File: src/ihc_pkg.sv
/*
 * constants for the indicate copy and header length configuration block:
 * register indices, field positions, reset values and status layout.
 * assumes a 32-bit classic wishbone slave with word-aligned registers.
 */
package ihc_pkg;

    // ------------------------------------------------------------------
    // register indices (byte address = index * 4)
    // ------------------------------------------------------------------
    localparam logic [9:0] IDX_COPY_CTRL = 10'h118;
    localparam logic [9:0] IDX_HDR_LEN = 10'h119;
    localparam logic [9:0] IDX_SORT_CTRL = 10'h11C;
    localparam logic [9:0] IDX_ATTN_STAT = 10'h11D;
    localparam logic [9:0] IDX_ATTN_CLR = 10'h11E;
    localparam logic [9:0] IDX_ATTN_EN = 10'h11F;

    // ------------------------------------------------------------------
    // copy control fields
    // ------------------------------------------------------------------
    localparam int CC_TWO_LSB = 0;
    localparam int CC_ONE_LSB = 3;
    localparam int CC_ZERO_LSB = 6;
    localparam logic [7:0] CC_WR_MASK = 8'hDB;
    localparam logic [7:0] CC_RESET = 8'h00;

    // copy mode encodings
    localparam logic [1:0] CM_NEVER = 2'h0;
    localparam logic [1:0] CM_MATCH_NOFLAG = 2'h1;
    localparam logic [1:0] CM_MATCH = 2'h2;
    localparam logic [1:0] CM_ALL = 2'h3;

    // ------------------------------------------------------------------
    // header length
    // ------------------------------------------------------------------
    localparam logic [7:0] HDR_LEN_MIN = 8'h04;

    // ------------------------------------------------------------------
    // sort control and attention status bits
    // ------------------------------------------------------------------
    localparam int SORT_HDR_INFO_BIT = 0;
    localparam logic SORT_RESET = 1'b0;
    localparam int ATTN_CMD_ERR_BIT = 0;
    localparam int ATTN_STOP_BIT = 1;
    localparam int ATTN_EXCEPT_BIT = 2;
    localparam int ATTN_W = 3;
    localparam logic [2:0] ATTN_RESET = 3'h0;

endpackage : ihc_pkg

File: src/ihc_indicate_cfg.sv
/*
 * indicate copy control and header length configuration, with a
 * classic wishbone register slave, per-channel copy decision and the
 * header/info word split counter.
 * assumes frame_eval, frame_start, word_wr, internal_addr_match_flag,
 * frame_exclude_flag, stop_event and exception_event come from logic on
 * ref_clk; the two external match pins are asynchronous.
 */
// Implementation choice: register access over Wishbone.
// Summary of operation
// - copy mode for indicate channel two lives in bits 1:0 of copy control.
// - copy mode for indicate channel one lives in bits 4:3 of copy control.
// - copy mode for indicate channel zero lives in bits 7:6 of copy control.
// - mode 00 never copies, 01 copies on match without frame flag, 10 copies on match, 11 always.
// - an eight-bit header length in words sets the split only in header/info sort.
// - header length takes writes only while stop or exception attention is set.
// - reset leaves the header length contents unchanged.
// - the frame control byte is a word of its own and counts as one header word.
// - loading a header length below 4 raises command error and indicate stop.
// - header length has no effect outside header/info sort mode.
// - in header/info sort, header words go to channel one and the rest to channel two.
`timescale 1ns/1ps

module ihc_indicate_cfg (
    input wire logic ref_clk,
    input wire logic nrst,
    input wire logic ce,
    input wire logic wb_cyc_i,
    input wire logic wb_stb_i,
    input wire logic wb_we_i,
    input wire logic [11:0] wb_adr_i,
    input wire logic [3:0] wb_sel_i,
    input wire logic [31:0] wb_dat_i,
    output logic [31:0] wb_dat_o,
    output logic wb_ack_o,
    output logic irq,
    input wire logic frame_eval,
    input wire logic internal_addr_match_flag,
    input wire logic frame_exclude_flag,
    input wire logic external_compare_pending,
    input wire logic external_copy_request,
    input wire logic stop_event,
    input wire logic exception_event,
    input wire logic frame_start,
    input wire logic word_wr,
    output logic copy_valid,
    output logic indicate_channel_zero,
    output logic indicate_channel_one,
    output logic indicate_channel_two,
    output logic header_info_active,
    output logic word_to_chan_one,
    output logic word_to_chan_two
);

    // ------------------------------------------------------------------
    // functions
    // ------------------------------------------------------------------
    function automatic logic copy_decide(
        input logic [1:0] mode,
        input logic match,
        input logic excl
    );
        logic r;
        r = 1'b0;
        case (mode)
            ihc_pkg::CM_NEVER: r = 1'b0;
            ihc_pkg::CM_MATCH_NOFLAG: r = match & ~excl;
            ihc_pkg::CM_MATCH: r = match;
            ihc_pkg::CM_ALL: r = 1'b1;
            default: r = 1'b0;
        endcase
        return r;
    endfunction : copy_decide

    // ------------------------------------------------------------------
    // pin synchronisers
    // ------------------------------------------------------------------
    // both pins are asynchronous: only the second stage is read
    logic [1:0] ext_meta_q;
    logic [1:0] ext_sync_q;

    always_ff @(posedge ref_clk or negedge nrst) begin
        if (!nrst) begin
            ext_meta_q <= 2'h0;
            ext_sync_q <= 2'h0;
        end else if (ce) begin
            ext_meta_q <= {external_compare_pending, external_copy_request};
            ext_sync_q <= ext_meta_q;
        end
    end

    wire ext_pending = ext_sync_q[1];
    wire ext_copy = ext_sync_q[0];

    // ------------------------------------------------------------------
    // bus decode
    // ------------------------------------------------------------------
    logic ack_q;
    logic [31:0] rdata_q;
    logic [7:0] copy_ctrl_q;
    logic [7:0] header_word_count;
    logic sort_hi_q;
    logic [2:0] attn_stat_q;
    logic [2:0] attn_en_q;

    wire [9:0] reg_idx = wb_adr_i[11:2];
    wire bus_req = wb_cyc_i & wb_stb_i & ~ack_q;
    wire bus_wr = bus_req & wb_we_i & wb_sel_i[0];
    wire [7:0] wr_byte = wb_dat_i[7:0];

    wire hit_cc = (reg_idx == ihc_pkg::IDX_COPY_CTRL);
    wire hit_hl = (reg_idx == ihc_pkg::IDX_HDR_LEN);
    wire hit_sort = (reg_idx == ihc_pkg::IDX_SORT_CTRL);
    wire hit_stat = (reg_idx == ihc_pkg::IDX_ATTN_STAT);
    wire hit_clr = (reg_idx == ihc_pkg::IDX_ATTN_CLR);
    wire hit_en = (reg_idx == ihc_pkg::IDX_ATTN_EN);

    wire wr_cc = bus_wr & hit_cc;
    wire wr_sort = bus_wr & hit_sort;
    wire wr_clr = bus_wr & hit_clr;
    wire wr_en = bus_wr & hit_en;

    // header length open only in stop or exception state
    wire hl_open = attn_stat_q[ihc_pkg::ATTN_STOP_BIT]
        | attn_stat_q[ihc_pkg::ATTN_EXCEPT_BIT];
    wire wr_hl = bus_wr & hit_hl & hl_open;
    // short values are stored and flagged on the same edge
    wire hl_too_small = wr_byte < ihc_pkg::HDR_LEN_MIN;
    wire hl_error = wr_hl & hl_too_small;

    // reserved bits 2 and 5 held at zero
    wire [7:0] cc_d = wr_byte & ihc_pkg::CC_WR_MASK;

    // clear register and unmapped indices read as zero
    wire [31:0] rd_mux =
        hit_cc ? {24'h000000, copy_ctrl_q} :
        hit_hl ? {24'h000000, header_word_count} :
        hit_sort ? {31'h00000000, sort_hi_q} :
        hit_stat ? {29'h00000000, attn_stat_q} :
        hit_en ? {29'h00000000, attn_en_q} :
        32'h00000000;

    // ------------------------------------------------------------------
    // bus answer
    // ------------------------------------------------------------------
    // ack_q gate: a held strobe is taken every other cycle
    always_ff @(posedge ref_clk or negedge nrst) begin
        if (!nrst) begin
            ack_q <= 1'b0;
            rdata_q <= 32'h00000000;
        end else if (ce) begin
            ack_q <= bus_req;
            rdata_q <= bus_req ? rd_mux : 32'h00000000;
        end
    end

    assign wb_ack_o = ack_q;
    assign wb_dat_o = rdata_q;

    // ------------------------------------------------------------------
    // configuration registers
    // ------------------------------------------------------------------
    always_ff @(posedge ref_clk or negedge nrst) begin
        if (!nrst) begin
            copy_ctrl_q <= ihc_pkg::CC_RESET;
            sort_hi_q <= ihc_pkg::SORT_RESET;
            attn_en_q <= ihc_pkg::ATTN_RESET;
        end else if (ce) begin
            if (wr_cc)
                copy_ctrl_q <= cc_d;
            if (wr_sort)
                sort_hi_q <= wr_byte[ihc_pkg::SORT_HDR_INFO_BIT];
            if (wr_en)
                attn_en_q <= wr_byte[2:0];
        end
    end

    // no reset: contents survive a reset
    always_ff @(posedge ref_clk) begin
        if (ce && wr_hl)
            header_word_count <= wr_byte;
    end

    // ------------------------------------------------------------------
    // attention status, clear and interrupt
    // ------------------------------------------------------------------
    // bit 0 command error, bit 1 stop, bit 2 exception
    logic [2:0] attn_set;
    logic [2:0] attn_clr;
    logic [2:0] attn_d;
    logic irq_q;

    always_comb begin
        attn_set = 3'h0;
        attn_set[ihc_pkg::ATTN_CMD_ERR_BIT] = hl_error;
        attn_set[ihc_pkg::ATTN_STOP_BIT] = hl_error | stop_event;
        attn_set[ihc_pkg::ATTN_EXCEPT_BIT] = exception_event;
        attn_clr = wr_clr ? wr_byte[2:0] : 3'h0;
        // a set in the clearing cycle wins
        attn_d = (attn_stat_q & ~attn_clr) | attn_set;
    end

    always_ff @(posedge ref_clk or negedge nrst) begin
        if (!nrst) begin
            attn_stat_q <= ihc_pkg::ATTN_RESET;
            irq_q <= 1'b0;
        end else if (ce) begin
            attn_stat_q <= attn_d;
            irq_q <= |(attn_d & attn_en_q);
        end
    end

    // built from the next status, so irq rises with the bit
    assign irq = irq_q;

    // ------------------------------------------------------------------
    // copy decision per channel
    // ------------------------------------------------------------------
    // fields of the copy control register
    wire [1:0] mode_two = copy_ctrl_q[ihc_pkg::CC_TWO_LSB +: 2];
    wire [1:0] mode_one = copy_ctrl_q[ihc_pkg::CC_ONE_LSB +: 2];
    wire [1:0] mode_zero = copy_ctrl_q[ihc_pkg::CC_ZERO_LSB +: 2];

    // match term shared by all three channels
    wire addr_hit = internal_addr_match_flag
        | (~ext_pending & ext_copy);
    // fields indexed by channel number, lowest channel first
    wire [5:0] mode_by_chan = {mode_two, mode_one, mode_zero};
    logic [2:0] cp_chan;

    for (genvar ch = 0; ch < 3; ch++) begin : g_chan
        assign cp_chan[ch] = copy_decide(mode_by_chan[2 * ch +: 2],
            addr_hit, frame_exclude_flag);
    end

    logic copy_valid_q;
    logic [2:0] copy_chan_q;

    always_ff @(posedge ref_clk or negedge nrst) begin
        if (!nrst) begin
            copy_valid_q <= 1'b0;
            copy_chan_q <= 3'h0;
        end else if (ce) begin
            copy_valid_q <= frame_eval;
            if (frame_eval)
                copy_chan_q <= cp_chan;
        end
    end

    assign copy_valid = copy_valid_q;
    assign indicate_channel_zero = copy_chan_q[0];
    assign indicate_channel_one = copy_chan_q[1];
    assign indicate_channel_two = copy_chan_q[2];

    // ------------------------------------------------------------------
    // header/info word split
    // ------------------------------------------------------------------
    // one-hot split states
    typedef enum logic [2:0] {
        SPLIT_IDLE = 3'b001,
        SPLIT_HEADER = 3'b010,
        SPLIT_INFO = 3'b100
    } ihc_split_e;

    ihc_split_e split_q;
    ihc_split_e split_d;
    logic [7:0] word_cnt_q;
    logic [7:0] word_cnt_d;
    logic to_one_q;
    logic to_two_q;

    // fc word is word one, so header ends when count reaches length
    wire [7:0] cnt_next = word_cnt_q + 8'h01;
    wire hdr_done = (cnt_next >= header_word_count);
    wire split_on = sort_hi_q;

    always_comb begin
        split_d = split_q;
        word_cnt_d = word_cnt_q;
        case (split_q)
            SPLIT_IDLE: begin
                word_cnt_d = 8'h00;
                if (frame_start && split_on)
                    split_d = SPLIT_HEADER;
            end
            SPLIT_HEADER: begin
                if (frame_start) begin
                    word_cnt_d = 8'h00;
                end else if (word_wr) begin
                    word_cnt_d = cnt_next;
                    if (hdr_done)
                        split_d = SPLIT_INFO;
                end
            end
            SPLIT_INFO: begin
                if (frame_start) begin
                    word_cnt_d = 8'h00;
                    split_d = SPLIT_HEADER;
                end
            end
            default: begin
                split_d = SPLIT_IDLE;
                word_cnt_d = 8'h00;
            end
        endcase
        // sort bit low sends the machine home
        if (!split_on)
            split_d = SPLIT_IDLE;
    end

    // a word in the frame_start cycle belongs to no frame
    wire word_in_hdr = word_wr & (split_q == SPLIT_HEADER) & ~frame_start;
    wire word_in_info = word_wr & (split_q == SPLIT_INFO) & ~frame_start;

    always_ff @(posedge ref_clk or negedge nrst) begin
        if (!nrst) begin
            split_q <= SPLIT_IDLE;
            word_cnt_q <= 8'h00;
            to_one_q <= 1'b0;
            to_two_q <= 1'b0;
        end else if (ce) begin
            split_q <= split_d;
            word_cnt_q <= word_cnt_d;
            to_one_q <= word_in_hdr & split_on;
            to_two_q <= word_in_info & split_on;
        end
    end

    // sort bit mirrored outside, one cycle late
    logic hi_active_q;

    always_ff @(posedge ref_clk or negedge nrst) begin
        if (!nrst)
            hi_active_q <= 1'b0;
        else if (ce)
            hi_active_q <= sort_hi_q;
    end

    assign header_info_active = hi_active_q;
    assign word_to_chan_one = to_one_q;
    assign word_to_chan_two = to_two_q;

endmodule : ihc_indicate_cfg

File: config.mk
export PLATFORM = sky130hd
export DESIGN_NAME = ihc_indicate_cfg
export DESIGN_NICKNAME = d
export VERILOG_FILES = /design/src/ihc_pkg.sv /design/src/ihc_indicate_cfg.sv
export SDC_FILE = /design/constraint.sdc
export NUM_CORES = 1
export LEC_CHECK = 0
export ABC_AREA = 1
export BUFFER_PORTS_ARGS = -buffer_cell sky130_fd_sc_hd__buf_2
export CORE_ASPECT_RATIO = 1.25
export CORE_MARGIN = 10
export CORE_UTILIZATION = 50
export DETAILED_ROUTE_END_ITERATION = 10
export GPL_TIMING_DRIVEN = 0
export PLACE_DENSITY_LB_ADDON = 0.25
export SLEW_MARGIN = 20
export SYNTH_ARGS = -nofsm -noshare
export SYNTH_HDL_FRONTEND = slang
export SYNTH_SLANG_ARGS = --single-unit
File: constraint.sdc
create_clock -name ref_clk -period 2.73 [get_ports ref_clk]
set_input_delay 0.4095 -clock ref_clk [delete_from_list [all_inputs] [get_ports ref_clk]]
set_output_delay 0.4095 -clock ref_clk [all_outputs]
set_load 0.03 [all_outputs]
# Yosys cells after proc, flatten, opt, wreduce, memory -nomap -nowiden
# Cells that the tools add are included.
op_classes:
  add_sub_neg: 1
  order_cmp: 2
  n_eq_ne: 25
  mux: 21
  bitwise_logic: 30
  reduce_logical: 12
ops:
  columns: ["cell", "count"]
  rows:
  - ["$eq 10x9->1 const B", 6]
  - ["$mux 8", 6]
  - ["$mux 3", 10]
  - ["$and 1x1->1", 19]
  - ["$ne 3x3->1 const B", 6]
  - ["$pmux 8 s2", 1]
  - ["$eq 2x2->1 const B", 6]
  - ["$pmux 1 s4", 3]
  - ["$pmux 3 s3", 1]
  - ["$add 8x1->8 const B", 1]
  - ["$ge 8x8->1", 1]
  - ["$lt 8x3->1 const B", 1]
  - ["$reduce_and 2->1", 4]
  - ["$and 3x3->3", 2]
  - ["$eq 2x1->1 const B", 3]
  - ["$logic_not 2->1", 3]
  - ["$reduce_and 6->1", 1]
  - ["$not 1->1", 4]
  - ["$eq 3x1->1 const B", 1]
  - ["$eq 3x2->1 const B", 1]
  - ["$eq 3x3->1 const B", 1]
  - ["$not 3->3", 1]
  - ["$or 1x1->1", 3]
  - ["$or 3x3->3", 1]
  - ["other kinds (4)", 5]
totals:
  reg_bits: 77
  inputBits: 63
  out_inout_bits: 41
  wordCells: 108

# Longest topological paths before layout
# Gate-level depths: netlist of the first run.
logic_depth:
  word_depth: 11
  depth_mapped: 16
  mapped_depth_nobuf: 16

# Worst setup path before layout of the first run
# OpenSTA, ideal clock, no wires.
synth_timing:
  kind: "input port to flip-flop"
  startpoint: "input port wb_adr_i[10]"
  endpoint: "register header_word_count[0], enable pin"
  setup_time_ns: 0.395
  t_arrival_ns: 1.846
  setup_slack_ns: 0.489
  cell_stages: 6
  path_buffers: 0
  cell_sequence: "inv_1 -> nor2_1 -> nand3b_2 -> nor2_4 -> inv_2 -> nor4_1"
synth_between:
  elab_chain_len: 4
synth_lines:
  columns: ["element", "line_no", "rtl"]
  rows:
  - ["from (decl)", "ihc_indicate_cfg.sv:31", "input wire logic [11:0] wb_adr_i,"]
  - ["$eq 10x9->1", "ihc_indicate_cfg.sv:112", "wire hit_hl = (reg_idx == ihc_pkg::IDX_HDR_LEN);"]
  - ["$and 1x1->1 (2 in series)", "ihc_indicate_cfg.sv:126", "wire wr_hl = bus_wr & hit_hl & hl_open;"]
  - ["$logic_and 1x1->1", "ihc_indicate_cfg.sv:180", "if (ce && wr_hl)"]
  - ["to (signal assigned)", "ihc_indicate_cfg.sv:181", "header_word_count <= wr_byte;"]
  - ["to (decl)", "ihc_indicate_cfg.sv:101", "logic [7:0] header_word_count;"]
# No other way between the ends.
# A chain may end at the register's enable or synchronous reset.

# Worst setup path after layout of the first run
layout_timing:
  startpoint: "register word_cnt_q[2]"
  endpoint: "register split_q[1]"
layout_between:
  elab_chain_len: 4
layout_lines:
  columns: ["element", "line_no", "rtl"]
  rows:
  - ["from (decl)", "ihc_indicate_cfg.sv:267", "logic [7:0] word_cnt_q;"]
  - ["from (signal assigned)", "ihc_indicate_cfg.sv:323", "word_cnt_q <= word_cnt_d;"]
  - ["$add 8x1->8", "ihc_indicate_cfg.sv:273", "wire [7:0] cnt_next = word_cnt_q + 8'h01;"]
  - ["$ge 8x8->1", "ihc_indicate_cfg.sv:274", "wire hdr_done = (cnt_next >= header_word_count);"]
  - ["$ne 3x3->1 (no source line)", null, null]
  - ["$reduce_and 6->1 (no source line)", null, null]
  - ["to (signal assigned)", "ihc_indicate_cfg.sv:322", "split_q <= split_d;"]
  - ["to (decl)", "ihc_indicate_cfg.sv:265", "ihc_split_e split_q;"]
# No other way between the ends.

==> results of run 1 <==
path summary, 6_finish.rpt:
kind,endpoint,slack [ns]
worst min-delay path,copy_chan_q[2]$_DFFE_PN0P_,0.09
worst max register to register,split_q[1]$_DFFE_PN0P_,0.31
min in group ref_clk,header_word_count[7]$_DFFE_PP_,0.29
worst max-delay path,split_q[1]$_DFFE_PN0P_,0.31
worst min register to register,copy_valid$_DFFE_PN0P_,0.47
max in group asynchronous,attn_stat_q[1]$_DFFE_PN0P_,2.23
per-layer routing:
metal / vias to the layer above / GRT usage, % / wire (µm)
li1: 1304 / - / -
met2: 59 / 26.4 / 3720
met4: 0 / 4.33 / 98
met5: - / 0 / 0
met1: 1157 / 17.8 / 2830
met3: 10 / 2.95 / 384
area by class of cell:
cell class / count / area, µm² / area share [%]
Sequential cell: 53 / 1370 / 38.5
Multi-Input combinational cell: 253 / 1330 / 37.4
Timing Repair Buffer: 51 / 260 / 7.32
Buffer: 30 / 214 / 6.02
Inverter: 55 / 206 / 5.81
Clock buffer: 7 / 86.3 / 2.43
Tap cell: 66 / 82.6 / 2.32
Clock inverter: 1 / 6.26 / 0.176
cell usage after synthesis (all sizes together):
cell / count
o22ai: 9
nand3: 27
or2: 1
o21ai: 22
and2: 1
a31oi: 2
buf: 28
dfstp: 1
inv: 55
nor2: 27
o21a: 1
a22o: 3
a21oi: 14
nand3b: 3
edfxtp: 8
nand4: 7
dfrtp: 44
nand2: 92
conb: 1
clkbuf: 2
ha: 9
xor2: 6
nor3: 4
nor4: 1
worst max-delay path: stages, from the launching register on:
cell and delay [ns]:
dfrtp_1 0.42, nand2_1 0.06, nor2_1 0.16, nand3_1 0.16, nor3_2 0.16, xor2_1 0.20, inv_1 0.07, ha_1 0.30
nand2_1 0.08, nor2_1 0.17, nand4_1 0.10, nand3_1 0.13, nand2_1 0.06, nand2_1 0.07, nand2_1 0.07, nand2_1 0.06
nand2_1 0.04
kinds of logic (layout without fill, tap and decap cells):
family	after synthesis	count (layout)	share of synthesized area [%]
compound gates	51	51	9.36
fa+ha+maj	9	9	3.73
simple gates	163	163	25.8
buf+inv	85	144	13.9
other cells	1	24	0.124
xor+xnor	6	6	1.74
flops	53	53	45.3
registers in the layout, summed over array words and instances, names as in the netlist, 3 cells and up:
signal and flops:
attn_en_q 3, copy_ctrl_q 6, header_word_count 8, wb_dat_o 8, word_cnt_q 8, attn_stat_q 3
split_q 3, copy_chan_q 3
per-stage QoR:
stage / hold slack (ns) / setup slack, ns / cell area [µm²] / instances / utilization (%)
finish: 0.0941 / 0.306 / 3550 / 516 / 61.1
global route: 0.126 / 0.0108 / 3550 / 516 / 61.1
CTS: 0.283 / 0.286 / 3540 / 515 / 60.8
detailed placement: 0.454 / 0.330 / 3450 / 507 / 59.2
global placement: 0.449 / 0.0649 / 3440 / 507 / 59.1
floorplan: 0.114 / 0.489 / 3110 / 391 / -
power by group through the flow:
stage          combinational (µW)  clock, µW  sequential, µW
3_3_place_gp                  304          0             885
3_5_place_dp                  309          0             887
2_1_floorplan                 210          0             895
5_1_grt                       354        499             873
6_report                      317        461             870
4_1_cts                       310        472             871
what timing repair did:
| item | CTS | global route |
|---|---|---|
| setup endpoints to repair | 0 | 1 |
| buffers inserted | 0 | 1 |
| gates resized for setup | 0 | 1 |
==> results.md, run 1 <==
* Final setup fails at 0
* Num rows at 31
* Comb power frac at 19.2%
* Post-route minimum period at 2.42 ns
* Power Density at 464 mW/mm²
* Most frequent cells in the layout: nand2_1, buf_2, inv_1, dfrtp_1, buf_4
* Area Growth Syn to Fin at 17.6%
* Critical path launch point type: flop
* Critical Path AT at 2.63 ns
* Clock power share at 28.0%
* Static leakage at 0.00196 µW
* Share of layout cells above drive strength 1 at 25.1%
* Die footprint at 0.00957 mm²
* CTS sink count at 53
* Sequential cell area fraction in the yosys report at 45.3%
* Net Sw Power at 490 µW
* Avg Cell Area, Syn at 8.21 µm²
* Vias per cell at 4.90
* Wire length per cell at 13.6 µm
* Worst Max-Slew Pin Slew at 0.834 ns
* Half-perimeter wire length after placement at 5650 µm
* Num CTS Buffers at 5
* Worst path required time at 2.94 ns
* Grt total ovfl at 0
* Final Hold Fails at 0
* DRT Wirelength at 7030 µm
* Fmax at 0.413 GHz
* Worst clock skew at 0.0127 ns
* Largest net degree at the start of global routing at 46
* Reg2Reg Depth at 16
* Clock Tree Buf Depth at 2
* RSZ-0062 raised after global routing: false
* GRT Resource Usage Total at 15.0%
* Pwr Total at 1650 µW
* Sw Ratio at 29.7%
* Mapped cell area at 0.00302 mm²
* Htree depth at 2
* Int Power at 1160 µW
* Yosys warns at 0
* Clock transition at the registers of the reported paths at 0.10 ns
* Slew Limit Headroom at 43.9%
* Die Height at 107 µm
* Via count at 2530
* PortBufs at 50
* WS Path Type: flop to flop
* Largest area contributor in the synthesized netlist: dfrtp_1
* Initial antenna violation count at 0
* Number of synthesized register bits at 53
* Initial Utilization at 51.9%
* R2r startpoint: word_cnt_q[2]$_DFFE_PN0P_
* Hold WC Path Type: primary input to async pin
* Chip width at 89.5 µm
* CTS tree: done
* Nets at 521
* Remaining antenna violation count at 0
* Ranking of synthesized cells by area: dfrtp_1, nand2_1, edfxtp_1
* Setup TNS at 0 ns
* First-pass DRT Iterations at 4
* Residual DRC at 0
* Top fanout value on the critical path at 4
* Initial drt markers at 135
* Root buffer cell: clkbuf_8
* Vias in the first global route at 2473
* Worst skew pair latency at 0.31 ns
* Routability cong. at 0.862
* Max cap viols at 0
* Synth top area share at 36.5%
* Most common cell after layout, fill and taps aside: nand2_1
* Yosys cell types at 36
* Run status: finished, final reports clean
* Worst vdd ir at 0.000297 V
* Critical Path Start: word_cnt_q[2]$_DFFE_PN0P_
* Layout filler cell count at 539
* IO Count at 104
* Hold_buf cts at 0
* # diodes at 0
* Sequential Power Share at 52.8%
* Setup crit end kind: flop
* Synthesized netlist cell count at 368
* Core area at 0.00582 mm²
* Tcrit/Tclk final at 88.8%
* Max-slew violations at 0
* First-pass GRT wire length at 11500 µm
Power figures use the tool's default switching activity.
==> run 2: changes to the inputs <==
ABC_AREA = not set   (was 1)
==> run 2 against run 1 <==
Effect of this change:
- clock power shrank 2%
- fmax shrank 5.7%
- cell count shrank 16%
- count of clock-buffer cells in the layout grew 1
- worst hold slack is essentially flat
- sequential cell count is the same
- first-iteration DRC count shrank 41%
- synthesized area shrank 2.5%
- clock skew shrank 0.0054 ns
- setup slack lost 0.15 ns
- combinational power shrank 40%
- critical endpoint unchanged
==> results.md, run 2 <==
* RSZ-0062 raised after global routing: false
* Hold WC Path Type: primary input to async pin
* Largest area contributor in the synthesized netlist: dfrtp_1
* EDFF count, synth at 8
* Slew Limit Headroom at 58.4%
* Worst skew pair latency at 0.30 ns
* Reg2Reg Depth at 11
* Most frequent cells in the layout: buf_2, dfrtp_1, nand2_1, inv_1, buf_4
* DRT Wirelength at 6880 µm
* Post-CTS Repair Setup Buffers at 0
* Half-perimeter wire length after placement at 5330 µm
* First-pass GRT wire length at 11200 µm
* Ranking of synthesized cells by area: dfrtp_1, edfxtp_1, buf_4
* Clock transition at the registers of the reported paths at 0.09 ns
* Post-synth top flop: dfrtp_1
* CTS tree: done
* Num CTS Buffers at 5
* CP top delay family: compound AO/OA/AOI/OAI gates
* Max-slew violations at 0
* Compound-gate portion of the synthesized area at 15.2%
* Largest family of logic cells by synthesized area: compound AO/OA/AOI/OAI gates
* Core area at 0.00574 mm²
* Worst path required time at 2.95 ns
* # diodes at 0
* Worst vdd ir at 0.000312 V
* Power Density at 422 mW/mm²
* Area Growth Syn to Fin at 17.7%
* Vias per cell at 5.16
* Avg Cell Area, Syn at 10.2 µm²
* Wire length per cell at 15.8 µm
* Initial drt markers at 79
* Setup crit end kind: flop
* Final Non-Filler Cells at 435
* Simple-gate share of the synthesized area at 14.0%
* Sequential cell area fraction in the yosys report at 46.4%
* Die Height at 106 µm
* Crit-path cells: and3_1, nand3_1, xor2_1, inv_1, ha_1, a211o_1, a21oi_1, o21ai_0, a221oi_2, o311ai_0, o221ai_1
* Clock Tree Buf Depth at 2
* Nets at 440
* Fmax at 0.389 GHz
* Proportion of synthesized area in mux cells at 6.71%
* Worst Max-Slew Pin Slew at 0.624 ns
* Num rows at 31
* Final Hold Fails at 0
* Grt total ovfl at 0
* Number of synthesized register bits at 53
* Final setup fails at 0
* CTS sink count at 53
* Placed cell count at 427
* Layout filler cell count at 500
* Residual DRC at 0
* Post-synth ARST share at 84.9%
* Tcrit/Tclk final at 94.2%
* Critical Path Max Stage Delay at 0.45 ns
* Vias in the first global route at 2312
* Mapped cell area at 0.00295 mm²
* Stages on worst setup path at 11
* IO Count at 104
* Yosys warns at 0
* Static leakage at 0.00171 µW
* Root buffer cell: clkbuf_8
* Die footprint at 0.00938 mm²
* Run status: finished, final reports clean
* Worst clock skew at 0.00735 ns
* Initial Utilization at 51.3%
* Largest net degree at the start of global routing at 46
* Pwr Total at 1460 µW
* Synth top area share at 37.4%
* Top post-synthesis cells by count: dfrtp_1, nand2_1, inv_1
* Slowest cell on the critical path: dfrtp_2
* Routability cong. at 0.857
* Most common cell after layout, fill and taps aside: buf_2
* Chip width at 88.6 µm
* WS Path Type: flop to flop
* XOR/XNOR share of the synthesized area at 2.08%
* Max cap viols at 0
* Share of layout cells above drive strength 1 at 29.5%
* Via count at 2245
* Remaining antenna violation count at 0
* PortBufs at 48
* Adder-Cell Fraction of Synth Area at 3.82%
* Yosys cell types at 55
* Initial antenna violation count at 0
* First-pass DRT Iterations at 5
* Top fanout value on the critical path at 6
* Critical path launch point type: flop
* Post-route minimum period at 2.57 ns
* Htree depth at 2
* Synthesized netlist cell count at 289
* GRT Resource Usage Total at 14.9%
* Critical Path AT at 2.79 ns
* Most common cell in the netlist: dfrtp_1
* Worst Path Buf+Inv at 1
## run 2: area by class of cell
cell class	count	area (µm²)	share of cell area, %
clock buffers	8	90.1	2.60
repair buffers	49	248	7.15
inverters	31	116	3.36
flip-flops and latches	53	1370	39.5
multi-input cells	196	1340	38.5
well taps	66	82.6	2.38
plain buffers	32	225	6.50
## run 2: what timing repair did
item	in CTS	in global routing
hold buffers	0	0
endpoints found under the setup margin	0	2
resized for setup	0	2
## run 2: worst register-to-register path: stages, from the launching register on
cell and delay (ns):
dfrtp_2 0.45, and3_1 0.20, nand3_1 0.12, xor2_1 0.20, inv_1 0.06, ha_1 0.28, a211o_1 0.28, a21oi_1 0.14
o21ai_0 0.13, a221oi_2 0.37, o311ai_0 0.17, o221ai_1 0.10
## run 2: where the power goes
group          internal [µW]  switching (µW)
clock                    207             246
sequential               814            6.12
combinational           64.0             125
total                   1080             376
## run 2: final timing paths
| path | endpoint | start | slack (ns) |
|---|---|---|---|
| max in group asynchronous | word_cnt_q[0]$_DFFE_PN0P_ | nrst | 2.21 |
| setup / recovery | split_q[1]$_DFFE_PN0P_ | word_cnt_q[0]$_DFFE_PN0P_ | 0.16 |
| hold / removal | wb_dat_o[4]$_DFFE_PN0P_ | nrst | 0.09 |
| hold reg to reg | copy_chan_q[2]$_DFFE_PN0P_ | copy_chan_q[2]$_DFFE_PN0P_ | 0.50 |
| min in group ref_clk | header_word_count[5]$_DFFE_PP_ | wb_dat_i[5] | 0.30 |
| setup reg to reg | split_q[1]$_DFFE_PN0P_ | word_cnt_q[0]$_DFFE_PN0P_ | 0.16 |
## run 2: metal layers
metal,share of wire (%),routed length [µm],track usage [%]
met5,0,0,0
met4,1.6,110,4.63
met3,6.2,430,4.47
met2,52,3590,25.4
met1,40,2760,17.4
## run 2: kinds of logic after synthesis
kind of cell | Yosys count
buffers and inverters | 63
AO/OA/AOI/OAI | 66
other | 1
AND/OR/NAND/NOR | 74
XOR/XNOR | 7
adder cells (fa/ha/maj) | 9
flip-flops | 53
multiplexers | 16
## run 2: through the flow
stage          hold slack (ns)  util, %  worst slack, ns  TNS (ns)  instance area [µm²]
3_5_place_dp             0.482     58.6           0.0959         0                 3370
2_1_floorplan            0.114        -            0.220         0                 3030
6_report                0.0941     60.4            0.159         0                 3470
5_1_grt                  0.129     60.4        0.0000107         0                 3470
4_1_cts                  0.293     60.2           0.0292         0                 3460
3_3_place_gp             0.462     58.4           -0.172     -1.37                 3350
==> run 3: changes to the inputs <==
clock period = 3.3 ns   (was 2.73 ns; I/O delays follow)
==> run 3 against run 2 <==
Effect of this change:
- clock power down 17%
- die area unchanged
- critical path type unchanged
- combinational power down 17%
- sequential cell count unchanged
- setup slack better by 0.40 ns
- via count up 0.18%
==> results.md, run 3 (synthesis results as in run 2) <==
* RSZ-0062 raised after global routing: false
* Core area at 0.00574 mm²
* Hold_buf cts at 0
* Post-CTS Repair Setup Buffers at 0
* Run status: finished, final reports clean
* Share of layout cells above drive strength 1 at 29.0%
* Htree depth at 2
* # diodes at 0
* First-pass GRT wire length at 11200 µm
* Die footprint at 0.00938 mm²
* Final instance area at 0.00346 mm²
* Num rows at 31
* Post-Place Cell Area at 0.00337 mm²
* Via count at 2249
* Critical path launch point type: flop
* Routability cong. at 0.857
* Vias in the first global route at 2312
* CTS sink count at 53
* Worst clock skew at 0.00735 ns
* Initial antenna violation count at 0
* First-pass DRT Iterations at 5
* Worst path required time at 3.52 ns
* Post-route minimum period at 2.74 ns
* Max-slew violations at 0
* Setup crit end kind: flop
* WS Path Type: flop to flop
* Most frequent cells in the layout: buf_2, dfrtp_1, nand2_1, inv_1, buf_4
* DRT Wirelength at 6880 µm
* Fmax at 0.364 GHz
* Max cap viols at 0
* Die Height at 106 µm
* Slew Limit Headroom at 58.4%
* Final Hold Fails at 0
* Static leakage at 0.00171 µW
* Residual DRC at 0
* M2 GR Usage at 25.4%
* Met3 Usage GRT at 4.47%
* Vias per cell at 5.17
* Post-CTS resize count at 0
* Initial drt markers at 81
* Worst skew pair latency at 0.30 ns
* GR peak layer: met2
* Area Growth Syn to Fin at 17.4%
* Power Density at 350 mW/mm²
* Worst Max-Slew Pin Slew at 0.624 ns
* Worst vdd ir at 0.000258 V
* Remaining antenna violation count at 0
* Top fanout value on the critical path at 6
* Clock transition at the registers of the reported paths at 0.09 ns
* Setup TNS at 0 ns
* Nets at 440
* Tcrit/Tclk final at 83.2%
* GRT Resource Usage Total at 14.9%
* Wire length per cell at 15.8 µm
* Half-perimeter wire length after placement at 5330 µm
* PortBufs at 48
* Root buffer cell: clkbuf_8
* M1 GR Usage at 17.4%
* Initial Utilization at 51.3%
* Grt total ovfl at 0
* Final Non-Filler Cells at 435
* Most common cell after layout, fill and taps aside: buf_2
* Largest net degree at the start of global routing at 46
* Final setup fails at 0
* Chip width at 88.6 µm
* Clock Tree Buf Depth at 2
* Critical Path AT at 2.96 ns
* IO Count at 104
* Num CTS Buffers at 5
* Placed cell count at 427
* Hold WC Path Type: primary input to async pin
* Pwr Total at 1210 µW
* Final hold slack at 0.180 ns
* CTS tree: done
==> run 3: changes by cell type in the layout (fill, tap and decap cells not counted) <==
| cell | before | now |
|---|---|---|
| a221oi_1 | 1 | 2 |
| a221oi_2 | 1 | 0 |
| dfrtp_1 | 43 | 44 |
| dfrtp_2 | 1 | 0 |
==> run 3: final cells by class <==
type / count / area, µm²
well taps: 66 / 82.6
multi-input cells: 196 / 1330
repair buffers: 49 / 248
clock buffers: 8 / 90.1
fillers: 502 / 2280
flip-flops and latches: 53 / 1370
inverters: 31 / 116
plain buffers: 32 / 225
==> run 3: report_power, final <==
group / switching (µW) / internal [µW]
Clock: 203 / 172
Sequential: 5.06 / 673
Combinational: 103 / 53.0
==> run 3: worst paths after layout <==
path / start / depth (start not counted) / slack [ns] / to
max in group asynchronous: nrst / 1 / 2.72 / copy_ctrl_q[0]$_DFFE_PN0P_
setup reg to reg: word_cnt_q[0]$_DFFE_PN0P_ / 11 / 0.56 / split_q[1]$_DFFE_PN0P_
hold reg to reg: copy_chan_q[2]$_DFFE_PN0P_ / 2 / 0.50 / copy_chan_q[2]$_DFFE_PN0P_
setup / recovery: word_cnt_q[0]$_DFFE_PN0P_ / 11 / 0.56 / split_q[1]$_DFFE_PN0P_
min in group ref_clk: wb_dat_i[5] / 1 / 0.38 / header_word_count[5]$_DFFE_PP_
hold / removal: nrst / 1 / 0.18 / wb_dat_o[4]$_DFFE_PN0P_
==> run 3: layer usage <==
| metal | wire length (µm) | vias to the layer above |
|---|---|---|
| li1 | - | 1127 |
| met1 | 2750 | 1050 |
| met2 | 3590 | 63 |
| met3 | 433 | 9 |
| met4 | 110 | 0 |
| met5 | 0 | - |
==> run 3: critical path, stage by stage (launching register included) <==
cell and delay [ns]:
dfrtp_1 0.45, and3_1 0.21, nand3_1 0.12, xor2_1 0.20, inv_1 0.06, ha_1 0.28
a211o_1 0.28, a21oi_1 0.14, o21ai_0 0.11, a221oi_1 0.52, o311ai_0 0.19, o221ai_1 0.10
==> run 3: through the flow <==
step | setup slack (ns) | util [%]
after floorplan | 0.705 | -
after global placement | 0.312 | 58.4
after detailed placement | 0.666 | 58.6
after CTS | 0.599 | 60.2
after global routing | 0.406 | 60.2
final | 0.556 | 60.2
